===== src/aecc_pkg.sv =====
/*
 * Shared constants and carrier types for the event counter control block.
 * Assumes a classic Wishbone master with 32-bit data and byte addressing.
 */
`default_nettype none

package aecc_pkg;

	// Register byte offsets, one 32-bit word each
	localparam logic [7:0] OFS_EDGE_SEL  = 8'h00;
	localparam logic [7:0] OFS_CLK_SEL   = 8'h04;
	localparam logic [7:0] OFS_CTL_STAT  = 8'h08;
	localparam logic [7:0] OFS_UPPER_CNT = 8'h0C;
	localparam logic [7:0] OFS_LOWER_CNT = 8'h10;

	// Reset values
	localparam logic [7:0] RST_EDGE_SEL = 8'h00;
	localparam logic [7:0] RST_CLK_SEL  = 8'h00;
	localparam logic [7:0] RST_CTL_STAT = 8'h00;
	localparam logic [7:0] RST_COUNT    = 8'h00;

	// Edge select register fields
	localparam int HIGH_PIN_EDGE_POS = 6;
	localparam int LOW_PIN_EDGE_POS  = 4;
	localparam int GATE_PIN_EDGE_POS = 2;
	localparam int PWM_ENABLE_POS    = 1;

	// Clock select register fields
	localparam int HIGH_CLK_SEL_POS  = 6;
	localparam int LOW_CLK_SEL_POS   = 4;
	localparam int PWM_CLK_SEL_POS   = 1;

	// Control/status register fields
	localparam int HIGH_OVF_POS      = 7;
	localparam int LOW_OVF_POS       = 6;
	localparam int SPLIT_SEL_POS     = 4;
	localparam int HIGH_CNT_EN_POS   = 3;
	localparam int LOW_CNT_EN_POS    = 2;
	localparam int HIGH_RST_REL_POS  = 1;
	localparam int LOW_RST_REL_POS   = 0;

	localparam logic [7:0] COUNT_ALL_ONES = 8'hFF;

	typedef enum logic [1:0] {
		EDGE_FALL = 2'b00,
		EDGE_RISE = 2'b01,
		EDGE_BOTH = 2'b10,
		EDGE_NONE = 2'b11
	} aecc_edge_t;

	typedef enum logic [1:0] {
		SRC_PIN  = 2'b00,
		SRC_DIV2 = 2'b01,
		SRC_DIV4 = 2'b10,
		SRC_DIV8 = 2'b11
	} aecc_src_t;

	typedef struct packed {
		logic        cyc;
		logic        stb;
		logic        we;
		logic [7:0]  adr;
		logic [3:0]  sel;
		logic [31:0] dat;
	} aecc_wb_req_t;

	typedef struct packed {
		logic        ack;
		logic [31:0] dat;
	} aecc_wb_rsp_t;

endpackage

`default_nettype wire


===== src/aecc_ctrl.sv =====
/*
 * Control, status and counting logic of a two-channel event counter pair.
 * Assumes: pins are asynchronous and synchronised here; the gating PWM
 * waveform comes from a PWM generator on the same clock.
 */
// Overview of operation
// - Low pin edge field: 00 falling, 01 rising, 10 both, 11 prohibited.
// - Gate pin edge field: 00 falling, 01 rising, 10 both, 11 prohibited.
// - PWM enable 0 halts PWM and uses gate pin; 1 runs PWM.
// - Bit 0 of edge and clock registers is reserved read/write, reset 0.
// - High counter clock: pin, clock/2, clock/4 or clock/8.
// - Low counter clock: pin, clock/2, clock/4 or clock/8.
// - Gating PWM clock divides by 2,4,8,16,32 or 64.
// - Control/status register clears fully on reset.
// - High overflow flag sets on high counter wrap; writes cannot set it.
// - High flag clears only by writing 0 after reading it as 1.
// - In chained mode high flag marks the 16-bit wrap.
// - Low overflow flag sets on low counter wrap; writes cannot set it.
// - Low flag clears only by writing 0 after reading it as 1.
// - Writes of 1 to either flag bit are ignored.
// - Control bit 5 is reserved read/write, stores value, resets 0.
// - Split select 0 chains counters; low wrap clocks the high counter.
// - Split select 1 runs two independent 8-bit counters.
// - Counters advance only while gate pin or PWM output is high.
// - Count enable 0 holds a counter; 1 lets events increment it.
// - Reset release 0 holds counter at zero; 1 allows counting.
`timescale 1ns/1ns
`default_nettype none

module aecc_ctrl (
	input  wire logic                   clk_i,
	input  wire logic                   rst_i,
	input  wire aecc_pkg::aecc_wb_req_t wb_req_i,
	output var aecc_pkg::aecc_wb_rsp_t  wb_rsp_o,
	input  wire logic                   high_event_pin_i,
	input  wire logic                   low_event_pin_i,
	input  wire logic                   count_gate_pin_i,
	input  wire logic                   gating_pwm_output_i,
	output logic                        pwm_run_o,
	output logic                        pwm_clk_en_o,
	output logic                        gate_edge_o
);
	import aecc_pkg::*;

	typedef struct packed {
		logic [7:0]  edge_sel;
		logic [7:0]  clk_sel;
		logic [5:0]  ctl;
		logic        high_ovf;
		logic        low_ovf;
		logic        high_armed;
		logic        low_armed;
		logic [7:0]  upper_cnt;
		logic [7:0]  lower_cnt;
		logic [5:0]  prescale;
		logic [2:0]  high_pin_s;
		logic [2:0]  low_pin_s;
		logic [2:0]  gate_pin_s;
		logic        ack;
		logic [31:0] rdata;
		logic        pwm_tick;
		logic        gate_edge;
	} aecc_state_t;

	aecc_state_t s;
	aecc_state_t next_s;

	// Edge match on synchronised level and its previous value
	function automatic logic edge_hit(input logic [1:0] code, input logic cur, input logic prev);
		unique case (aecc_edge_t'(code))
			EDGE_FALL: edge_hit = prev & ~cur;
			EDGE_RISE: edge_hit = ~prev & cur;
			EDGE_BOTH: edge_hit = prev ^ cur;
			EDGE_NONE: edge_hit = 1'b0;
		endcase
	endfunction

	// One-cycle pulse every 2**k cycles
	function automatic logic tick(input logic [5:0] pre, input logic [2:0] k);
		logic hit;
		hit = 1'b1;
		for (int i = 0; i < 6; i++) begin
			if (3'(i) < k) begin
				hit = hit & pre[i];
			end
		end
		tick = hit;
	endfunction

	function automatic logic src_event(input logic [1:0] sel, input logic pin_edge,
		input logic [5:0] pre);
		unique case (aecc_src_t'(sel))
			SRC_PIN:  src_event = pin_edge;
			SRC_DIV2: src_event = tick(pre, 3'd1);
			SRC_DIV4: src_event = tick(pre, 3'd2);
			SRC_DIV8: src_event = tick(pre, 3'd3);
		endcase
	endfunction

	logic       access;
	logic       wr_en;
	logic [7:0] wdat;
	logic       gate_open;
	logic       low_evt;
	logic       low_wrap;
	logic       high_evt;
	logic       high_wrap;
	logic       clear_high;
	logic       clear_low;
	logic       rd_ctl;
	logic [2:0] pwm_div;
	logic [7:0] ctl_view;

	always_comb begin
		next_s = s;

		// Two-stage synchronisers, third stage for edge history
		next_s.high_pin_s = {s.high_pin_s[1:0], high_event_pin_i};
		next_s.low_pin_s  = {s.low_pin_s[1:0], low_event_pin_i};
		next_s.gate_pin_s = {s.gate_pin_s[1:0], count_gate_pin_i};
		next_s.prescale   = s.prescale + 6'h01;

		// enable bit swaps gate pin for PWM
		gate_open = s.edge_sel[PWM_ENABLE_POS] ? gating_pwm_output_i : s.gate_pin_s[1];

		next_s.gate_edge = edge_hit(s.edge_sel[GATE_PIN_EDGE_POS +: 2],
			s.gate_pin_s[1], s.gate_pin_s[2]);

		unique casez (s.clk_sel[PWM_CLK_SEL_POS +: 3])
			3'b000: pwm_div = 3'd1;
			3'b001: pwm_div = 3'd2;
			3'b010: pwm_div = 3'd3;
			3'b011: pwm_div = 3'd4;
			3'b1?0: pwm_div = 3'd5;
			default: pwm_div = 3'd6;
		endcase
		next_s.pwm_tick = s.edge_sel[PWM_ENABLE_POS] & tick(s.prescale, pwm_div);

		low_evt = gate_open & s.ctl[LOW_CNT_EN_POS] & s.ctl[LOW_RST_REL_POS]
			& src_event(s.clk_sel[LOW_CLK_SEL_POS +: 2],
				edge_hit(s.edge_sel[LOW_PIN_EDGE_POS +: 2], s.low_pin_s[1], s.low_pin_s[2]),
				s.prescale);
		low_wrap = low_evt & (s.lower_cnt == COUNT_ALL_ONES);

		if (s.ctl[SPLIT_SEL_POS]) begin
			high_evt = gate_open & src_event(s.clk_sel[HIGH_CLK_SEL_POS +: 2],
				edge_hit(s.edge_sel[HIGH_PIN_EDGE_POS +: 2], s.high_pin_s[1],
					s.high_pin_s[2]), s.prescale);
		end else begin
			high_evt = low_wrap;
		end
		high_evt  = high_evt & s.ctl[HIGH_CNT_EN_POS] & s.ctl[HIGH_RST_REL_POS];
		high_wrap = high_evt & (s.upper_cnt == COUNT_ALL_ONES);

		// reset release holds counters at zero
		if (!s.ctl[LOW_RST_REL_POS]) begin
			next_s.lower_cnt = RST_COUNT;
		end else if (low_evt) begin
			next_s.lower_cnt = s.lower_cnt + 8'h01;
		end
		if (!s.ctl[HIGH_RST_REL_POS]) begin
			next_s.upper_cnt = RST_COUNT;
		end else if (high_evt) begin
			next_s.upper_cnt = s.upper_cnt + 8'h01;
		end

		// Bus: one wait state, ack dropped after one cycle
		access = wb_req_i.cyc & wb_req_i.stb & ~s.ack;
		wr_en  = access & wb_req_i.we & wb_req_i.sel[0];
		wdat   = wb_req_i.dat[7:0];
		rd_ctl = access & ~wb_req_i.we & (wb_req_i.adr == OFS_CTL_STAT);
		next_s.ack   = access;
		next_s.rdata = 32'h0000_0000;

		ctl_view = {s.high_ovf, s.low_ovf, s.ctl};
		if (access && !wb_req_i.we) begin
			unique case (wb_req_i.adr)
				OFS_EDGE_SEL:  next_s.rdata = {24'h00_0000, s.edge_sel};
				OFS_CLK_SEL:   next_s.rdata = {24'h00_0000, s.clk_sel};
				OFS_CTL_STAT:  next_s.rdata = {24'h00_0000, ctl_view};
				OFS_UPPER_CNT: next_s.rdata = {24'h00_0000, s.upper_cnt};
				OFS_LOWER_CNT: next_s.rdata = {24'h00_0000, s.lower_cnt};
				default:       next_s.rdata = 32'h0000_0000;
			endcase
		end

		// reserved bit 0 stored as written
		if (wr_en && wb_req_i.adr == OFS_EDGE_SEL) begin
			next_s.edge_sel = wdat;
		end
		if (wr_en && wb_req_i.adr == OFS_CLK_SEL) begin
			next_s.clk_sel = wdat;
		end
		// bit 5 stored with the controls
		if (wr_en && wb_req_i.adr == OFS_CTL_STAT) begin
			next_s.ctl = wdat[5:0];
		end

		// only a written 0 can clear
		clear_high = wr_en && wb_req_i.adr == OFS_CTL_STAT && !wdat[HIGH_OVF_POS] && s.high_armed;
		clear_low  = wr_en && wb_req_i.adr == OFS_CTL_STAT && !wdat[LOW_OVF_POS] && s.low_armed;

		next_s.high_ovf = high_wrap | (s.high_ovf & ~clear_high);
		next_s.low_ovf  = low_wrap | (s.low_ovf & ~clear_low);

		// record reads of a set flag
		if (high_wrap || clear_high) begin
			next_s.high_armed = 1'b0;
		end else if (rd_ctl && s.high_ovf) begin
			next_s.high_armed = 1'b1;
		end
		if (low_wrap || clear_low) begin
			next_s.low_armed = 1'b0;
		end else if (rd_ctl && s.low_ovf) begin
			next_s.low_armed = 1'b1;
		end
	end

	always_ff @(posedge clk_i) begin
		if (rst_i) begin
			s            <= '0;
			s.edge_sel   <= RST_EDGE_SEL;
			s.clk_sel    <= RST_CLK_SEL;
			s.ctl        <= RST_CTL_STAT[5:0];
			s.high_ovf   <= RST_CTL_STAT[HIGH_OVF_POS];
			s.low_ovf    <= RST_CTL_STAT[LOW_OVF_POS];
			s.upper_cnt  <= RST_COUNT;
			s.lower_cnt  <= RST_COUNT;
		end else begin
			s <= next_s;
		end
	end

	assign wb_rsp_o.ack = s.ack;
	assign wb_rsp_o.dat = s.rdata;
	assign pwm_run_o    = s.edge_sel[PWM_ENABLE_POS];
	assign pwm_clk_en_o = s.pwm_tick;
	assign gate_edge_o  = s.gate_edge;

endmodule

`default_nettype wire


===== config.mk =====
export PLATFORM = sky130hd
export DESIGN_NAME = aecc_ctrl
export DESIGN_NICKNAME = d
export VERILOG_FILES = /design/src/aecc_pkg.sv /design/src/aecc_ctrl.sv
export SDC_FILE = /design/constraint.sdc
export NUM_CORES = 1
export LEC_CHECK = 0
export BUFFER_PORTS_ARGS = -buffer_cell sky130_fd_sc_hd__clkbuf_2
export CORE_MARGIN = 1
export CORE_UTILIZATION = 30
export DETAILED_ROUTE_END_ITERATION = 16
export PLACE_DENSITY = 0.5
export SLEW_MARGIN = 25
export SYNTH_ARGS = -nofsm -noshare
export SYNTH_HDL_FRONTEND = slang
export SYNTH_SLANG_ARGS = --single-unit

===== constraint.sdc =====
create_clock -name clk_i -period 3.2 [get_ports clk_i]
set_input_delay 0 -clock clk_i [delete_from_list [all_inputs] [get_ports clk_i]]
set_output_delay 0 -clock clk_i [all_outputs]
set_load 0.05 [all_outputs]

==> flow_summary.html <==
<table>
<tr><th>Metric</th><th>Value</th></tr>
<tr><th colspan="2">Synth</th></tr>
<tr><td>Fraction of synthesis flops using an asynchronous set or reset pin</td><td>0%</td></tr>
<tr><td>Flip-flop cell with the highest count after synthesis</td><td>sky130_fd_sc_hd__dfxtp_1</td></tr>
<tr><td>Post-synthesis average cell area</td><td>8.63 µm²</td></tr>
<tr><td>Synth unique cells</td><td>48</td></tr>
<tr><td>Combined area of all synthesized cells</td><td>3270 µm²</td></tr>
<tr><td>Post-synthesis sequential element count</td><td>68</td></tr>
<tr><td>Mapped Cells</td><td>379</td></tr>
<tr><td>Part of the Yosys area used for sequential elements</td><td>41.6%</td></tr>
<tr><td>Warnings from Yosys</td><td>0</td></tr>
<tr><td>Count of flip-flops with a built-in enable after synthesis</td><td>0</td></tr>
<tr><th colspan="2">Floorplan</th></tr>
<tr><td>Core region area</td><td>10500 µm²</td></tr>
<tr><td>Width of the chip</td><td>106 µm</td></tr>
<tr><td>Number of placement rows</td><td>37</td></tr>
<tr><td>Initial core utilization</td><td>31.2%</td></tr>
<tr><td>Die outline area</td><td>11300 µm²</td></tr>
<tr><td>Overall die height</td><td>106 µm</td></tr>
<tr><td>Ports</td><td>89</td></tr>
<tr><th colspan="2">STA</th></tr>
<tr><td>Total count of max-transition violations in the final report</td><td>0</td></tr>
<tr><td>Number of hold-slack violations in the final timing report</td><td>0</td></tr>
<tr><td>Worst setup slack after layout</td><td>0.352 ns</td></tr>
<tr><td>Number of setup violations in the final report</td><td>0</td></tr>
<tr><td>Transition at the pin with the smallest max-transition slack</td><td>0.661 ns</td></tr>
<tr><td>Time the final worst path needs with I/O delays and setup</td><td>2.85 ns</td></tr>
<tr><td>RSZ-0062 raised after global routing</td><td>no</td></tr>
<tr><td>Max-slew headroom</td><td>54.8%</td></tr>
<tr><td>Fmax</td><td>0.351 GHz</td></tr>
<tr><td>Final critical-path share of the clock period</td><td>89.0%</td></tr>
<tr><td>Setup Skew</td><td>0.0111 ns</td></tr>
<tr><td>Setup TNS Final</td><td>0 ns</td></tr>
<tr><th colspan="2">Final layout</th></tr>
<tr><td>Diodes inserted</td><td>0</td></tr>
<tr><td>Share of final-layout standard cells stronger than drive strength 1</td><td>16.1%</td></tr>
<tr><td>Nets</td><td>488</td></tr>
<tr><td>Area added between synthesis and finish</td><td>16.8%</td></tr>
<tr><td>Post-route cell area</td><td>3820 µm²</td></tr>
<tr><th colspan="2">Clocking</th></tr>
<tr><td>CTS H-tree lvls</td><td>3</td></tr>
<tr><td>Clock latency reported for the late side of the worst-skew pair</td><td>0.35 ns</td></tr>
<tr><td>Post-CTS setup buffers</td><td>0</td></tr>
<tr><td>Clk sink count</td><td>68</td></tr>
<tr><td>CTS tree</td><td>built</td></tr>
<tr><td>Maximum root-to-sink buffer count</td><td>2</td></tr>
<tr><td>Number of CTS-inserted buffers</td><td>9</td></tr>
<tr><td>Clock-pin slew of the registers on the worst-case setup and hold paths</td><td>0.07 ns</td></tr>
<tr><td>Cell chosen for the clock root</td><td>sky130_fd_sc_hd__clkbuf_8</td></tr>
<tr><th colspan="2">Power and ir drop</th></tr>
<tr><td>Power density of the placed cells</td><td>461 nW/µm²</td></tr>
<tr><td>Power after layout</td><td>1.76 mW</td></tr>
<tr><td>Leakage</td><td>1.30 nW</td></tr>
<tr><td>Worst IR drop on VDD</td><td>156 µV</td></tr>
<tr><th colspan="2">Detailed routing</th></tr>
<tr><td>DRT Pass-1 Iters</td><td>7</td></tr>
<tr><td>Wire per inst</td><td>14.7 µm</td></tr>
<tr><td>DR vias/cell</td><td>5.02</td></tr>
<tr><td>Post-route antenna net violation count</td><td>0</td></tr>
<tr><td>Via total after detailed routing</td><td>2836</td></tr>
<tr><td>DRC</td><td>0</td></tr>
<tr><td>Count of routing violations after the opening detailed-route iteration</td><td>179</td></tr>
<tr><td>Total Routed Length</td><td>8300 µm</td></tr>
<tr><th colspan="2">Min path</th></tr>
<tr><td>Hold crit path type</td><td>in -&gt; reg</td></tr>
<tr><th colspan="2">Placement</th></tr>
<tr><td>Count of input and output buffers</td><td>37</td></tr>
<tr><td>Pre-CTS setup slack</td><td>0.401 ns</td></tr>
<tr><td>Post-DP Area</td><td>3480 µm²</td></tr>
<tr><td>GPL Wtd Cong</td><td>0.806</td></tr>
<tr><td>Detailed-placement wirelength estimate</td><td>5870 µm</td></tr>
<tr><th colspan="2">Setup path</th></tr>
<tr><td>Critical path start-end classification</td><td>reg -&gt; reg</td></tr>
<tr><td>CP Max Fanout</td><td>16</td></tr>
<tr><td>Startpoint Class</td><td>flip-flop</td></tr>
<tr><td>Worst EP required</td><td>3.45 ns</td></tr>
<tr><td>CP endpoint kind</td><td>flip-flop</td></tr>
<tr><td>Arrival time reported for the critical path endpoint</td><td>3.09 ns</td></tr>
<tr><th colspan="2">Status</th></tr>
<tr><td>Status</td><td>complete, no violations</td></tr>
<tr><th colspan="2">Global route</th></tr>
<tr><td>Congestion Overflow GR</td><td>0</td></tr>
<tr><td>Pin count of the biggest net entering global routing</td><td>27</td></tr>
<tr><td>Global-route wire length before repair</td><td>13600 µm</td></tr>
<tr><td>Global routing usage summed across all routing layers</td><td>15.7%</td></tr>
<tr><td>Via count of the first global-routing pass</td><td>2672</td></tr>
<tr><td>Antenna violations before repair</td><td>0</td></tr>
<tr><th colspan="2">Job</th></tr>
<tr><td>Number of maximum-capacitance constraint violations</td><td>0</td></tr>
</table>
[metal layers]
metal | vias up | share of wire [%] | track usage, %
met5 | - | 0 | 0
met3 | 19 | 4.1 | 3.00
met1 | 1351 | 48 | 20.5
met2 | 69 | 45 | 24.3
li1 | 1397 | - | -
met4 | 0 | 2.6 | 8.43
[through the flow]
stage	util [%]	instances	hold WS (ns)
after CTS	36.5	565	0.0109
after floorplan	-	402	0.128
after detailed placement	33.3	537	0.214
after global placement	33.3	537	0.210
after global routing	36.5	565	0.0976
final	36.5	565	0.0332
[repair_timing]
item	4_1_cts	5_1_grt
endpoints found under the hold margin	26	0
hold buffers	13	0
gates resized for setup	0	0
[logic make-up (layout without fill, tap and decap cells)]
family / after synthesis / count (layout) / share of synthesized area (%)
AO/OA/AOI/OAI: 88 / 88 / 18.1
XOR/XNOR: 6 / 6 / 1.61
multiplexers: 6 / 6 / 1.84
flip-flops: 68 / 68 / 41.6
adder cells (fa/ha/maj): 10 / 10 / 3.83
AND/OR/NAND/NOR: 138 / 138 / 21.9
buffers and inverters: 62 / 89 / 10.9
other: 1 / 24 / 0.115
[final timing paths]
| check | cells after the start | to | slack (ns) | start |
|---|---|---|---|---|
| worst max-delay path | 8 | s[67] | 0.35 | s[45] |
| worst min-delay path | 4 | s[66] | 0.03 | wb_req_i[44] |
| worst max register to register | 8 | s[67] | 0.35 | s[45] |
| worst min register to register | 1 | next_s[37] | 0.45 | next_s[36] |
[registers in the layout, summed over array words and instances, names as in the netlist]
name,cells
gate_edge_o,1
pwm_run_o,1
next_s,6
pwm_clk_en_o,1
s,42
wb_rsp_o,9
ctl_view,8
[final cells by class]
type	count	area, µm²
fillers	1099	6640
multi-input cells	272	1640
flip-flops and latches	68	1360
repair buffers	59	383
well taps	136	170
clock buffers	10	128
clock inverters	5	77.6
inverters	15	56.3
[cell usage in the layout (no fill, tap or decap), drive strengths merged, types with 4 or more instances in the layout]
cell type	n
nor2	24
nand2	37
o21ai	12
dfxtp	68
dlygate4sd3	13
inv	15
mux2i	6
ha	10
nor4b	4
nand3	29
clkbuf	47
a21oi	42
or3	6
or4	6
nor2b	10
buf	9
nor3	4
o31ai	5
nand2b	6
a222oi	8
conb	24
a22oi	8
[critical path, stage by stage (launching register included)]
cell	delay (ns)
sky130_fd_sc_hd__dfxtp_1	0.37
sky130_fd_sc_hd__ha_1	0.24
sky130_fd_sc_hd__ha_1	0.19
sky130_fd_sc_hd__mux2i_1	0.13
sky130_fd_sc_hd__a2111oi_4	0.46
sky130_fd_sc_hd__o2111ai_2	0.20
sky130_fd_sc_hd__o32a_4	0.43
sky130_fd_sc_hd__or4_4	0.56
sky130_fd_sc_hd__and3_1	0.17
[power breakdown]
part           total (mW)  switching [mW]  internal (mW)
Sequential          0.859         0.00505          0.854
Clock               0.761           0.329          0.432
Combinational       0.140           0.104         0.0366
Total                1.76           0.438           1.32
[synth_stat cells (all sizes together) (4+ instances only)]
cell | number | area (µm²)
dfxtp | 68 | 1360
a21oi | 42 | 210
buf | 37 | 264
nand2 | 37 | 139
nand3 | 29 | 145
nor2 | 24 | 90.1
inv | 15 | 56.3
o21ai | 12 | 60.1
clkbuf | 10 | 37.5
ha | 10 | 125
nor2b | 10 | 62.6
a222oi | 8 | 80.1
a22oi | 8 | 60.1
mux2i | 6 | 60.1
nand2b | 6 | 37.5
or3 | 6 | 37.5
or4 | 6 | 48.8
o31ai | 5 | 37.5
nor3 | 4 | 20.0
nor4b | 4 | 41.3
(Power assumes the default switching activity.)
